==> src/pkg/measure_pkg.sv <==
// constants, encodings and register map of the signal measurement timer core
// assumes one 10 MHz clock and the byte-wide register port of the top module
//
// Summary of operation
// (RULE1) 24-bit up-counter, optional 16-bit width
// (RULE2) counter readable/writable as three bytes
// (RULE3) 3-bit field picks counter clock source
// (RULE4) 2-bit prescale drives counter and synchronisers
// (RULE5) count equals limit: roll to zero, interrupt
// (RULE6) software sets limit above expected period
// (RULE7) clear bit zeroes all counter bits
// (RULE8) software touches counter only while stopped
// (RULE9) width latch captures on mode trigger
// (RULE10) width load bit copies counter to latch
// (RULE11) period latch captures on other trigger
// (RULE12) period load bit copies counter to latch
// (RULE13) acquisition complete raises its own interrupt
// (RULE14) input levels readable in status bits
// (RULE15) counter, limit, latches all software writable
// (RULE16) two independent identical timer instances
// (RULE17) timer mode counts while run bit set
// (RULE18) single acquisition stops and clears run bit
// (RULE19) 16-bit mode compares low half, upper zero
package measure_pkg;
  localparam int UNITS = 2;
  localparam int ADDR_W = 6;
  localparam int DATA_W = 8;
  localparam int CNT_W = 24;
  localparam int SYNC_STAGES = 2;
  localparam int SYSTEM_DIVIDE = 4;
  localparam int MID_DIVIDE = 16;

  ////////////////////////////////////////////////////////////////////////////
  // register indices within one instance; addr[5] picks the instance
  localparam logic [4:0] REG_COUNT = 5'h00;
  localparam logic [4:0] REG_LIMIT = 5'h03;
  localparam logic [4:0] REG_WIDTH = 5'h06;
  localparam logic [4:0] REG_PERIOD = 5'h09;
  localparam logic [4:0] REG_CLOCK = 5'h0c;
  localparam logic [4:0] REG_CTL0 = 5'h0d;
  localparam logic [4:0] REG_CTL1 = 5'h0e;
  localparam logic [4:0] REG_STATUS = 5'h0f;
  localparam logic [4:0] REG_IRQ_STAT = 5'h10;
  localparam logic [4:0] REG_IRQ_MASK = 5'h11;

  ////////////////////////////////////////////////////////////////////////////
  // field positions
  localparam int CTL0_PS_LSB = 0;
  localparam int CTL0_NARROW_BIT = 2;
  localparam int CTL0_REPEAT_BIT = 3;
  localparam int CTL1_MODE_LSB = 0;
  localparam int CTL1_RUN_BIT = 7;
  localparam int STAT_WLOAD_BIT = 7;
  localparam int STAT_PLOAD_BIT = 6;
  localparam int STAT_CLEAR_BIT = 4;
  localparam int STAT_RUN_BIT = 2;
  localparam int STAT_WIN_BIT = 1;
  localparam int STAT_SIG_BIT = 0;
  localparam int IRQ_MATCH_BIT = 0;
  localparam int IRQ_ACQ_BIT = 1;

  ////////////////////////////////////////////////////////////////////////////
  // reset values
  localparam logic [23:0] LIMIT_RESET = 24'hff_ffff;
  localparam logic [23:0] COUNT_RESET = 24'h00_0000;
  localparam logic [23:0] COUNT_ONE = 24'h00_0001;

  typedef enum logic [2:0] {
    CS_SYSTEM = 3'h0,
    CS_SYSTEM_DIV4 = 3'h1,
    CS_FAST = 3'h2,
    CS_SLOW = 3'h3,
    CS_MID_DIV = 3'h4
  } clock_source_t;

  typedef enum logic [3:0] {
    MODE_TIMER = 4'h0,
    MODE_GATED = 4'h1,
    MODE_DUTY = 4'h2,
    MODE_HILO = 4'h3,
    MODE_WINDOW = 4'h4,
    MODE_GATED_WINDOW = 4'h5,
    MODE_FLIGHT = 4'h6,
    MODE_CAPTURE = 4'h7
  } measure_mode_t;
endpackage

==> src/pkg/edge_if.sv <==
// synchronised level and edge flags of one measurement input
// assumes the producer updates them only on prescaled ticks
`timescale 1ns/1ns
`default_nettype none
interface edge_if;
  logic level;
  logic rise;
  logic fall;
  modport source(output level, output rise, output fall);
  modport sink(input level, input rise, input fall);
endinterface
`default_nettype wire

==> src/design/clock_prescaler.sv <==
// counter clock source select and prescaler, as a one-cycle tick
// assumes oscillator inputs are one-cycle enable pulses on mclk
`timescale 1ns/1ns
`default_nettype none
module clock_prescaler
  import measure_pkg::*;
(
  input wire logic mclk,
  input wire logic rst_n,
  input wire logic [2:0] clock_source_select,
  input wire logic [1:0] prescale_select,
  input wire logic fast_tick,
  input wire logic slow_tick,
  input wire logic mid_tick,
  output logic tick
);
  logic [1:0] sys_div;
  logic [3:0] mid_div;
  logic [2:0] pre_cnt;
  logic [2:0] pre_limit;
  logic src;

  always_ff @(posedge mclk) begin
    if (!rst_n) sys_div <= 2'h0;
    else sys_div <= sys_div + 2'h1;
  end

  always_ff @(posedge mclk) begin
    if (!rst_n) mid_div <= 4'h0;
    else if (mid_tick) mid_div <= mid_div + 4'h1;
  end

  always_comb begin
    unique case (clock_source_t'(clock_source_select)) // RULE3
      CS_SYSTEM: src = 1'b1;
      CS_SYSTEM_DIV4: src = (sys_div == 2'(SYSTEM_DIVIDE - 1));
      CS_FAST: src = fast_tick;
      CS_SLOW: src = slow_tick;
      CS_MID_DIV: src = mid_tick && (mid_div == 4'(MID_DIVIDE - 1));
      default: src = 1'b0;
    endcase
  end

  // divide by 1, 2, 4 or 8
  assign pre_limit = 3'((4'h1 << prescale_select) - 4'h1);

  always_ff @(posedge mclk) begin
    if (!rst_n) pre_cnt <= 3'h0;
    else if (src) pre_cnt <= (pre_cnt >= pre_limit) ? 3'h0 : pre_cnt + 3'h1; // RULE4
  end

  assign tick = src && (pre_cnt >= pre_limit);
endmodule
`default_nettype wire

==> src/design/edge_sync.sv <==
// synchroniser and edge detector clocked by the prescaled tick
// assumes edge flags are only consumed together with tick
`timescale 1ns/1ns
`default_nettype none
module edge_sync
  import measure_pkg::*;
(
  input wire logic mclk,
  input wire logic rst_n,
  input wire logic tick,
  input wire logic raw,
  edge_if.source ev
);
  logic meta;
  logic stable;
  logic prev;

  always_ff @(posedge mclk) begin
    if (!rst_n) begin
      meta <= 1'b0;
      stable <= 1'b0;
      prev <= 1'b0;
    end else if (tick) begin // RULE4
      meta <= raw;
      stable <= meta;
      prev <= stable;
    end
  end

  assign ev.level = stable;
  assign ev.rise = stable && !prev;
  assign ev.fall = !stable && prev;
endmodule
`default_nettype wire

==> src/design/signal_measure_timer_core.sv <==
// two signal measurement timers behind one byte-wide register port
// assumes synchronous inputs, oscillator ticks as enables, single clock mclk
//
// Our own choices: strobed register access and the placing of the registers.
`timescale 1ns/1ns
`default_nettype none
module signal_measure_timer_core
  import measure_pkg::*;
(
  input wire logic mclk,
  input wire logic rst_n,
  input wire logic [ADDR_W-1:0] addr,
  input wire logic [DATA_W-1:0] wdata,
  input wire logic wr_en,
  input wire logic rd_en,
  output logic [DATA_W-1:0] rdata,
  input wire logic fast_internal_oscillator_tick,
  input wire logic slow_internal_oscillator_tick,
  input wire logic mid_internal_oscillator_tick,
  input wire logic [UNITS-1:0] window_in,
  input wire logic [UNITS-1:0] signal_in,
  output logic irq
);

  ////////////////////////////////////////////////////////////////////////////
  // decode helpers

  function automatic logic in_group(input logic [4:0] idx, input logic [4:0] base);
    in_group = (idx >= base) && (idx < base + 5'h3);
  endfunction

  function automatic logic [23:0] put_byte(input logic [23:0] v, input logic [4:0] lane,
                                           input logic [7:0] b);
    logic [23:0] r;
    r = v;
    unique case (lane[1:0])
      2'h0: r[7:0] = b;
      2'h1: r[15:8] = b;
      default: r[23:16] = b;
    endcase
    put_byte = r;
  endfunction

  function automatic logic [7:0] get_byte(input logic [23:0] v, input logic [4:0] lane);
    unique case (lane[1:0])
      2'h0: get_byte = v[7:0];
      2'h1: get_byte = v[15:8];
      default: get_byte = v[23:16];
    endcase
  endfunction

  ////////////////////////////////////////////////////////////////////////////
  // per-instance state

  logic [CNT_W-1:0] measure_count [UNITS];
  logic [CNT_W-1:0] period_limit [UNITS];
  logic [CNT_W-1:0] pulse_width_latch [UNITS];
  logic [CNT_W-1:0] period_latch [UNITS];
  logic [2:0] clock_source_select [UNITS];
  logic [1:0] prescale_select [UNITS];
  logic narrow [UNITS];
  logic repeat_on [UNITS];
  logic run_request [UNITS];
  measure_mode_t mode [UNITS];
  logic running [UNITS];
  logic armed [UNITS];
  logic [1:0] irq_status [UNITS];
  logic [1:0] irq_mask [UNITS];
  logic [DATA_W-1:0] rd_view [UNITS];
  logic [UNITS-1:0] irq_unit;
  logic [4:0] idx;

  assign idx = addr[4:0];

  generate
    for (genvar i = 0; i < UNITS; i++) begin : g_unit // RULE16
      localparam logic UNIT = 1'(i);
      logic tick;
      logic sel;
      logic wr_count;
      logic wr_limit;
      logic wr_width;
      logic wr_period;
      logic wr_status;
      logic clear_req;
      logic wload_req;
      logic pload_req;
      logic step;
      logic inc;
      logic hw_reset;
      logic to_one;
      logic w_evt;
      logic p_evt;
      logic acq;
      logic arm_set;
      logic arm_clr;
      logic match;
      logic [CNT_W-1:0] count_next;
      edge_if win_ev ();
      edge_if sig_ev ();

      clock_prescaler u_prescaler (
        .mclk(mclk),
        .rst_n(rst_n),
        .clock_source_select(clock_source_select[i]),
        .prescale_select(prescale_select[i]),
        .fast_tick(fast_internal_oscillator_tick),
        .slow_tick(slow_internal_oscillator_tick),
        .mid_tick(mid_internal_oscillator_tick),
        .tick(tick)
      );

      edge_sync u_win_sync (
        .mclk(mclk),
        .rst_n(rst_n),
        .tick(tick),
        .raw(window_in[i]),
        .ev(win_ev)
      );

      edge_sync u_sig_sync (
        .mclk(mclk),
        .rst_n(rst_n),
        .tick(tick),
        .raw(signal_in[i]),
        .ev(sig_ev)
      );

      //////////////////////////////////////////////////////////////////////
      // register port decode

      assign sel = (addr[5] == UNIT);
      assign wr_count = wr_en && sel && in_group(idx, REG_COUNT); // RULE2
      assign wr_limit = wr_en && sel && in_group(idx, REG_LIMIT); // RULE15
      assign wr_width = wr_en && sel && in_group(idx, REG_WIDTH);
      assign wr_period = wr_en && sel && in_group(idx, REG_PERIOD);
      assign wr_status = wr_en && sel && (idx == REG_STATUS);
      assign clear_req = wr_status && wdata[STAT_CLEAR_BIT];
      assign wload_req = wr_status && wdata[STAT_WLOAD_BIT];
      assign pload_req = wr_status && wdata[STAT_PLOAD_BIT];

      //////////////////////////////////////////////////////////////////////
      // mode dependent triggers, sampled on the prescaled tick

      assign step = tick && run_request[i];
      assign match = narrow[i] ? (measure_count[i][15:0] == period_limit[i][15:0]) // RULE19
                               : (measure_count[i] == period_limit[i]);

      always_comb begin
        inc = 1'b1;
        hw_reset = 1'b0;
        to_one = 1'b0;
        w_evt = 1'b0;
        p_evt = 1'b0;
        acq = 1'b0;
        arm_set = 1'b0;
        arm_clr = 1'b0;
        unique case (mode[i])
          MODE_TIMER: inc = 1'b1; // RULE17
          MODE_GATED: begin
            inc = sig_ev.level;
            w_evt = sig_ev.fall;
            acq = sig_ev.fall;
          end
          MODE_DUTY: begin
            w_evt = sig_ev.fall;
            p_evt = sig_ev.rise;
            hw_reset = sig_ev.rise;
            to_one = 1'b1;
            acq = sig_ev.rise;
          end
          MODE_HILO: begin
            inc = armed[i];
            arm_set = sig_ev.rise;
            w_evt = armed[i] && sig_ev.fall;
            p_evt = armed[i] && sig_ev.rise;
            hw_reset = sig_ev.rise || sig_ev.fall;
            acq = armed[i] && sig_ev.rise;
          end
          MODE_WINDOW: begin
            inc = armed[i];
            arm_set = win_ev.rise;
            p_evt = armed[i] && win_ev.rise;
            hw_reset = win_ev.rise;
            acq = armed[i] && win_ev.rise;
          end
          MODE_GATED_WINDOW: begin
            inc = armed[i] && sig_ev.level;
            arm_set = win_ev.rise;
            p_evt = armed[i] && win_ev.rise;
            hw_reset = win_ev.rise;
            acq = armed[i] && win_ev.rise;
          end
          MODE_FLIGHT: begin
            inc = armed[i];
            arm_set = win_ev.rise;
            arm_clr = armed[i] && sig_ev.rise && !win_ev.rise;
            p_evt = armed[i] && sig_ev.rise;
            w_evt = armed[i] && win_ev.rise && !sig_ev.rise;
            hw_reset = win_ev.rise || (armed[i] && sig_ev.rise);
            acq = armed[i] && (sig_ev.rise || win_ev.rise);
          end
          MODE_CAPTURE: begin
            p_evt = win_ev.rise;
            w_evt = win_ev.fall;
            acq = win_ev.rise || win_ev.fall;
          end
          default: inc = 1'b1;
        endcase
      end

      //////////////////////////////////////////////////////////////////////
      // time base

      always_comb begin
        count_next = measure_count[i];
        if (hw_reset) count_next = to_one ? COUNT_ONE : COUNT_RESET;
        else if (match) count_next = COUNT_RESET; // RULE5
        else if (inc) count_next = measure_count[i] + 24'h00_0001; // RULE1
        if (narrow[i]) count_next[23:16] = 8'h00; // RULE19
      end

      always_ff @(posedge mclk) begin
        if (!rst_n) measure_count[i] <= COUNT_RESET;
        else if (wr_count) measure_count[i] <= put_byte(measure_count[i], idx - REG_COUNT, wdata); // RULE2
        else if (clear_req) measure_count[i] <= COUNT_RESET; // RULE7
        else if (step) measure_count[i] <= count_next;
      end

      always_ff @(posedge mclk) begin
        if (!rst_n) period_limit[i] <= LIMIT_RESET;
        else if (wr_limit) period_limit[i] <= put_byte(period_limit[i], idx - REG_LIMIT, wdata); // RULE15
      end

      //////////////////////////////////////////////////////////////////////
      // capture latches

      always_ff @(posedge mclk) begin
        if (!rst_n) pulse_width_latch[i] <= COUNT_RESET;
        else if (wr_width) pulse_width_latch[i] <= put_byte(pulse_width_latch[i], idx - REG_WIDTH, wdata); // RULE15
        else if (wload_req) pulse_width_latch[i] <= measure_count[i]; // RULE10
        else if (step && w_evt) pulse_width_latch[i] <= measure_count[i]; // RULE9
      end

      always_ff @(posedge mclk) begin
        if (!rst_n) period_latch[i] <= COUNT_RESET;
        else if (wr_period) period_latch[i] <= put_byte(period_latch[i], idx - REG_PERIOD, wdata); // RULE15
        else if (pload_req) period_latch[i] <= measure_count[i]; // RULE12
        else if (step && p_evt) period_latch[i] <= measure_count[i]; // RULE11
      end

      //////////////////////////////////////////////////////////////////////
      // configuration and run control

      always_ff @(posedge mclk) begin
        if (!rst_n) clock_source_select[i] <= 3'h0;
        else if (wr_en && sel && idx == REG_CLOCK) clock_source_select[i] <= wdata[2:0]; // RULE3
      end

      always_ff @(posedge mclk) begin
        if (!rst_n) begin
          prescale_select[i] <= 2'h0;
          narrow[i] <= 1'b0;
          repeat_on[i] <= 1'b0;
        end else if (wr_en && sel && idx == REG_CTL0) begin
          prescale_select[i] <= wdata[CTL0_PS_LSB +: 2]; // RULE4
          narrow[i] <= wdata[CTL0_NARROW_BIT];
          repeat_on[i] <= wdata[CTL0_REPEAT_BIT];
        end
      end

      always_ff @(posedge mclk) begin
        if (!rst_n) begin
          run_request[i] <= 1'b0;
          mode[i] <= MODE_TIMER;
        end else if (wr_en && sel && idx == REG_CTL1) begin
          run_request[i] <= wdata[CTL1_RUN_BIT];
          mode[i] <= measure_mode_t'(wdata[CTL1_MODE_LSB +: 4]);
        end else if (step && acq && !repeat_on[i]) begin
          run_request[i] <= 1'b0; // RULE18
        end
      end

      // run status follows the request through the tick domain
      always_ff @(posedge mclk) begin
        if (!rst_n) running[i] <= 1'b0;
        else if (tick) running[i] <= run_request[i];
      end

      always_ff @(posedge mclk) begin
        if (!rst_n) armed[i] <= 1'b0;
        else if (!run_request[i]) armed[i] <= 1'b0;
        else if (step && arm_clr) armed[i] <= 1'b0;
        else if (step && arm_set) armed[i] <= 1'b1;
      end

      //////////////////////////////////////////////////////////////////////
      // interrupts: sticky, cleared by reading, a new event wins

      always_ff @(posedge mclk) begin
        if (!rst_n) begin
          irq_status[i] <= 2'h0;
        end else begin
          irq_status[i] <= ((rd_en && sel && idx == REG_IRQ_STAT) ? 2'h0 : irq_status[i])
                           | {step && acq, step && match && !hw_reset}; // RULE5 RULE13
        end
      end

      always_ff @(posedge mclk) begin
        if (!rst_n) irq_mask[i] <= 2'h0;
        else if (wr_en && sel && idx == REG_IRQ_MASK) irq_mask[i] <= wdata[1:0];
      end

      assign irq_unit[i] = |(irq_status[i] & irq_mask[i]);

      //////////////////////////////////////////////////////////////////////
      // read view

      always_comb begin
        rd_view[i] = 8'h00;
        if (in_group(idx, REG_COUNT)) rd_view[i] = get_byte(measure_count[i], idx - REG_COUNT);
        else if (in_group(idx, REG_LIMIT)) rd_view[i] = get_byte(period_limit[i], idx - REG_LIMIT);
        else if (in_group(idx, REG_WIDTH)) rd_view[i] = get_byte(pulse_width_latch[i], idx - REG_WIDTH);
        else if (in_group(idx, REG_PERIOD)) rd_view[i] = get_byte(period_latch[i], idx - REG_PERIOD);
        else if (idx == REG_CLOCK) rd_view[i] = {5'h00, clock_source_select[i]};
        else if (idx == REG_CTL0) rd_view[i] = {4'h0, repeat_on[i], narrow[i], prescale_select[i]};
        else if (idx == REG_CTL1) rd_view[i] = {run_request[i], 3'h0, mode[i]};
        else if (idx == REG_STATUS) begin
          rd_view[i][STAT_RUN_BIT] = running[i];
          rd_view[i][STAT_WIN_BIT] = win_ev.level; // RULE14
          rd_view[i][STAT_SIG_BIT] = sig_ev.level; // RULE14
        end
        else if (idx == REG_IRQ_STAT) rd_view[i] = {6'h00, irq_status[i]};
        else if (idx == REG_IRQ_MASK) rd_view[i] = {6'h00, irq_mask[i]};
      end
    end
  endgenerate

  ////////////////////////////////////////////////////////////////////////////
  // shared outputs

  always_ff @(posedge mclk) begin
    if (!rst_n) rdata <= 8'h00;
    else if (rd_en) rdata <= rd_view[addr[5]];
    else rdata <= 8'h00;
  end

  assign irq = |irq_unit;
endmodule
`default_nettype wire

==> config.mk <==
export PLATFORM = sky130hd
export DESIGN_NAME = signal_measure_timer_core
export DESIGN_NICKNAME = d
export VERILOG_FILES = /design/src/pkg/measure_pkg.sv /design/src/pkg/edge_if.sv /design/src/design/clock_prescaler.sv /design/src/design/edge_sync.sv /design/src/design/signal_measure_timer_core.sv
export SDC_FILE = /design/constraint.sdc
export NUM_CORES = 1
export LEC_CHECK = 0
export BUFFER_PORTS_ARGS = -buffer_cell sky130_fd_sc_hd__buf_2
export CAP_MARGIN = 25
export CORE_ASPECT_RATIO = 1.2
export CORE_MARGIN = 2
export CORE_UTILIZATION = 48
export CTS_CLUSTER_SIZE = 20
export DETAILED_ROUTE_END_ITERATION = 10
export SLEW_MARGIN = 15
export SYNTH_ARGS = -nofsm -noshare
export SYNTH_HDL_FRONTEND = slang
export SYNTH_SLANG_ARGS = --single-unit
==> constraint.sdc <==
create_clock -name mclk -period 9.3 [get_ports mclk]
set_clock_uncertainty 0.1 [all_clocks]
set_input_delay 0.93 -clock mclk [delete_from_list [all_inputs] [get_ports mclk]]
set_output_delay 0.93 -clock mclk [all_outputs]
set_load 0.02 [all_outputs]
# After elaboration in Yosys (flattened, before gate mapping)
# Memories as Yosys holds them, arrays and structs flattened.
# Index checks and enable logic that the tools add are counted.
[classes] n_addsub=13 n_mul=0 div_mod_pow=0 magnitude_cmp=11 n_eq_ne=40 n_shift=2 mux=327 n_bitwise=52 n_reduce_logical=124
[ops] operator="$mux W8" n=93
[ops] operator="$mux W24" n=26
[ops] operator="$mux W1" n=166
[ops] operator="$pmux W8 S2" n=8
[ops] operator="$logic_and A1 B1 Y1" n=78
[ops] operator="$add A24 B1 Y24 const B" n=2
[ops] operator="$eq A24 B24 Y1" n=2
[ops] operator="$or A1 B1 Y1" n=46
[ops] operator="$eq A16 B16 Y1" n=2
[ops] operator="$eq A4 B3 Y1 const B" n=8
[ops] operator="$pmux W1 S4" n=6
[ops] operator="$eq A5 B4 Y1 const B" n=4
[ops] operator="$mux W2" n=10
[ops] operator="$reduce_or A2 Y1" n=10
[ops] operator="$mux W3" n=6
[ops] operator="$eq A4 B2 Y1 const B" n=4
[ops] operator="$logic_not A1 Y1" n=16
[ops] operator="$eq A3 B2 Y1 const B" n=4
[ops] operator="$pmux W1 S6" n=2
[ops] operator="$reduce_or A3 Y1" n=4
[ops] operator="$eq A5 B5 Y1 const B" n=2
[ops] operator="$lt A5 B4 Y1 const B" n=2
[ops] operator="$mux W5" n=2
[ops] operator="$pmux W1 S5" n=2
[ops] operator="33 further kinds" n=64
[word_totals] reg_bits=38 latchBits=0 mem_bits_rw=228 rom_bits=0 input_bits=25 out_inout_bits=9 memories=14
[memory_table] memory="measure_count" depth=2 width=24 read_ports=2 rd_clocked_by_memory_dff=0 wr=2 line_no="signal_measure_timer_core.sv:55" source="logic [CNT_W-1:0] measure_count [UNITS];"
[memory_table] memory="period_latch" depth=2 width=24 read_ports=2 rd_clocked_by_memory_dff=0 wr=2 line_no="signal_measure_timer_core.sv:58" source="logic [CNT_W-1:0] period_latch [UNITS];"
[memory_table] memory="period_limit" depth=2 width=24 read_ports=2 rd_clocked_by_memory_dff=0 wr=2 line_no="signal_measure_timer_core.sv:56" source="logic [CNT_W-1:0] period_limit [UNITS];"
[memory_table] memory="pulse_width_latch" depth=2 width=24 read_ports=2 rd_clocked_by_memory_dff=0 wr=2 line_no="signal_measure_timer_core.sv:57" source="logic [CNT_W-1:0] pulse_width_latch [UNITS];"
[memory_table] memory="mode" depth=2 width=4 read_ports=2 rd_clocked_by_memory_dff=0 wr=2 line_no="signal_measure_timer_core.sv:64" source="measure_mode_t mode [UNITS];"
[memory_table] memory="clock_source_select" depth=2 width=3 read_ports=2 rd_clocked_by_memory_dff=0 wr=2 line_no="signal_measure_timer_core.sv:59" source="logic [2:0] clock_source_select [UNITS];"
[memory_table] memory="8 more memories"

# Longest topological paths before layout
[depth] ltp_word=14 ltp_mapped=11 depth_no_buf=10

# Modules after synthesis
# From an unflattened synthesis, not the netlist that was laid out.
[hier_totals] cells_unflattened=1464 area_unflattened_um2=15192.1
[modules_own_cells] module="signal_measure_timer_core" instances=1 cells_per_inst=1312 area_per_inst_um2=13683.1 seq_area_each_um2=6916.6
[modules_own_cells] module="clock_prescaler" instances=2 cells_per_inst=54 area_per_inst_um2=511.7 seq_area_each_um2=180.2
[modules_own_cells] module="edge_sync" instances=4 cells_per_inst=11 area_per_inst_um2=121.4 seq_area_each_um2=60.1

# Worst setup path after synthesis
# No wires, ideal clock.
[synth_path] path_kind="in2reg" start="in addr[0]" end="mem period_latch[0][0], enable pin" arrival_ns=3.015 required_ns=8.816 setup_slack_ns=5.801 stages=9 path_buffers=1 path_cell_list="ha_1 > and4b_1 > clkbuf_1 > nand2_1 > a21oi_1 > a2111oi_0 > o2bb2ai_1 > nor2_1 > o21ai_0"
[synth_rtl] item="start: declaration" line_no="signal_measure_timer_core.sv:12" source="input wire logic [ADDR_W-1:0] addr,"
[synth_rtl] item="end: declaration" line_no="signal_measure_timer_core.sv:58"

==> results.toml <==
[critical_path]
cpMostUsedCell = "nor2_1"
crit_path_end_kind = "register"
rr_endpoint = "measure_count[1][8]"
required_ns = 9.39
cp.arrival_ns = 4.07
r2r_start = "prescale_select[1][1]"
slowest_stage = "or3b_1"
crit_type = "in2reg"
start_kind = "input pin"
crit_chain = "buf_2 > ha_1 > buf_4 > and4b_1 > a21oi_1 > o21ai_1 > or3b_1 > nor2_1 > nor2_1"
cp_max_fo = 26
crit_end = "measure_count[1][8]"
critPathLaunch = "addr[1]"
reg2reg_slack_ns = 5.58
slowest_delay_ns = 0.71
reg2regPathDepth = 10

[place]
dp.cells = 1787
gp_congestion = 0.936
io_buffers = 33
dp_hpwl_mm = 32.3

[logic_synthesis]
synth_cells = 1476
synth_top_cell_area_share_pct = 43.8
syn_area_um2 = 15000
synth-seq-cells = 266
synth_enable_flop_cells = 219
yosysSeqAreaShare_pct = 50.1
synth_cell_types = 78
synthArstFlopShare_pct = 0
avgSynthCellArea_um2 = 10.2
yosys_most_used_dff = "edfxtp_1"
yosysWarnings = 0
synth_fp_nets = 1529
synth_area_leader_cell = "edfxtp_1"
synth.area.top_cells = "edfxtp_1 (44%), a22o_1 (6.4%), dfxtp_1 (6.3%), xor2_1 (5.1%), clkbuf_1 (3.0%)"

[grt]
grt-ovfl-total = 0
grt_max_degree = 53
track_usage_pct = 29.9
antenna_found_initial = 1
grt_pass1_vias = 11700
grt_pass1_wl_mm = 72.0

[drt]
firstDrtPassIters = 6
vias_per_cell = 6.58
num_vias = 12100
routedWlPerCell_um = 26.3
drc = 0
route.antenna.remaining_nets = 0
wirelength_mm = 48.3
drt_first_iter_violations = 1509

[cts]
cts-resized-gates = 0
h-tree-depth = 1
cts_made_buffers = 28
cts_tree = "yes"
cts_hold_buf = 0
postCtsSetupRepairBufs = 0
clkSlewWorstSetupHoldPaths_ns = 0.06
clk_latency_ns = 0.56
max-clock-path-buffers = 3
clk_root_buffer_cell = "clkbuf_16"
clock_sinks = 266

[final_layout]
syn2layout_area_growth_pct = 8.39
diodes = 0
seq_area_um2 = 7520
fin_nets = 1476
utilization_pct = 53.0
multi_input_area_um2 = 6790
final_cell_mix = "edfxtp_1 (219), nand2_1 (117), a22o_1 (110)"
fin_cells = 1841
fill_cells = 2741
drive_gt1_share_pct = 8.93
final_common_cell = "edfxtp_1"

[run]
maxCapViolations = 0

[sta]
fin_crit_ns = 3.97
drv_slew = 0
fmax_ghz = 0.252
tns_ns = 0
fin_crit_sh_pct = 42.7
hold_violations = 0
relSlewSlack_pct = 35.1
worst_pin_slew_ns = 0.970
rsz0062_at_grt = "no"
setup_violations = 0

[power_and_ir_drop]
power_leakage_nw = 5.70
irDropWorstVdd_mv = 0.166
p_per_area_nw_per_um2 = 176
fin_total_pwr_mw = 2.86

[hold_path]
min-delay-start = "g_unit[0].u_prescaler.sys_div[0]"
hold_path.class = "reg2reg"

[die]
coreArea_um2 = 30700
io_pins = 34
num_rows = 70
start_util_pct = 48.9
die_x_um = 165
design.die.area_um2 = 32700
die_y_um = 198

[outcome]
outcome = "finished, final reports clean"
[metal layers]
layer  track usage [%]  wire length, um  part of all wire [%]  vias to the layer above
li1                  -                -                     -                     5455
met1              40.4            19400                    40                     5872
met2              47.5            22400                    46                      671
met3              4.74             4280                   8.9                      121
met4              13.1             2220                   4.6                        0
met5                 0                0                     0                        -
[cell type report]
class | count | area share, %
Inverter | 32 | 0.739
Multi-Input combinational cell | 1032 | 41.8
Clock buffer | 42 | 5.01
Tap cell | 396 | 3.05
Timing Repair Buffer | 63 | 2.43
Sequential cell | 266 | 46.2
Clock inverter | 10 | 0.762
[per-stage QoR]
stage	area (um^2)	hold slack, ns	worst slack (ns)
2_1_floorplan	15000	0.299	5.80
3_3_place_gp	15300	0.308	4.65
3_5_place_dp	15300	0.318	4.53
4_1_cts	16200	0.327	5.08
5_1_grt	16300	0.361	5.08
6_report	16300	0.318	5.33
[synthesized netlist by cell type, types with 31 or more instances]
cell type and n:
nor2_1 109, clkbuf_1 120, o21ai_0 67, dfxtp_1 47, nand3_1 39, inv_1 31
a22oi_1 49, a21oi_1 77, xor2_1 87, edfxtp_1 219, nand2_1 117, a22o_1 110
[report_power, final]
group          leakage (nW)  internal [mW]  switching (mW)
Combinational          2.63         0.0901           0.193
Clock                 0.457          0.685           0.470
Sequential             2.61           1.34          0.0752
[state kept, by name, indices dropped and copies added, names as in the netlist, 4 cells and up]
register / cells
irq_status: 4
measure_count: 48
period_limit: 48
pulse_width_latch: 48
irq_mask: 4
period_latch: 48
mode: 8
clock_source_select: 6
g_unit.u_prescaler.sys_div: 4
rdata: 8
g_unit.u_prescaler.pre_cnt: 6
g_unit.u_prescaler.mid_div: 8
prescale_select: 4
[logic make-up after synthesis]
group | Yosys count | share of synthesized area (%)
AO/OA/AOI/OAI | 470 | 22.3
AND/OR/NAND/NOR | 418 | 13.6
flip-flops | 266 | 50.1
XOR/XNOR | 103 | 6.01
adder cells (fa/ha/maj) | 28 | 2.34
multiplexers | 13 | 0.893
buffers and inverters | 178 | 4.74
[how the worst min path moves through the flow]
stage | end | slack [ns] | depth (start not counted)
final | g_unit[0].u_prescaler.sys_div[0] | 0.32 | 1
after global routing | g_unit[0].u_prescaler.sys_div[0] | 0.36 | 1
after CTS | g_unit[0].u_prescaler.sys_div[0] | 0.33 | 1
after detailed placement | g_unit[0].u_prescaler.sys_div[0] | 0.32 | 1
after global placement | g_unit[1].u_prescaler.sys_div[0] | 0.31 | 1
after floorplan | g_unit[0].u_prescaler.sys_div[0] | 0.30 | 1
[critical path, delay by kind of cell]
family | cells | cell delay [ns]
adders and majority gates | 1 | 0.20
AOI/OAI and AO/OA | 2 | 0.63
and+or+nand+nor | 4 | 1.76
buffers and inverters | 2 | 0.53
Note: power is estimated with default switching activity, not from simulation.
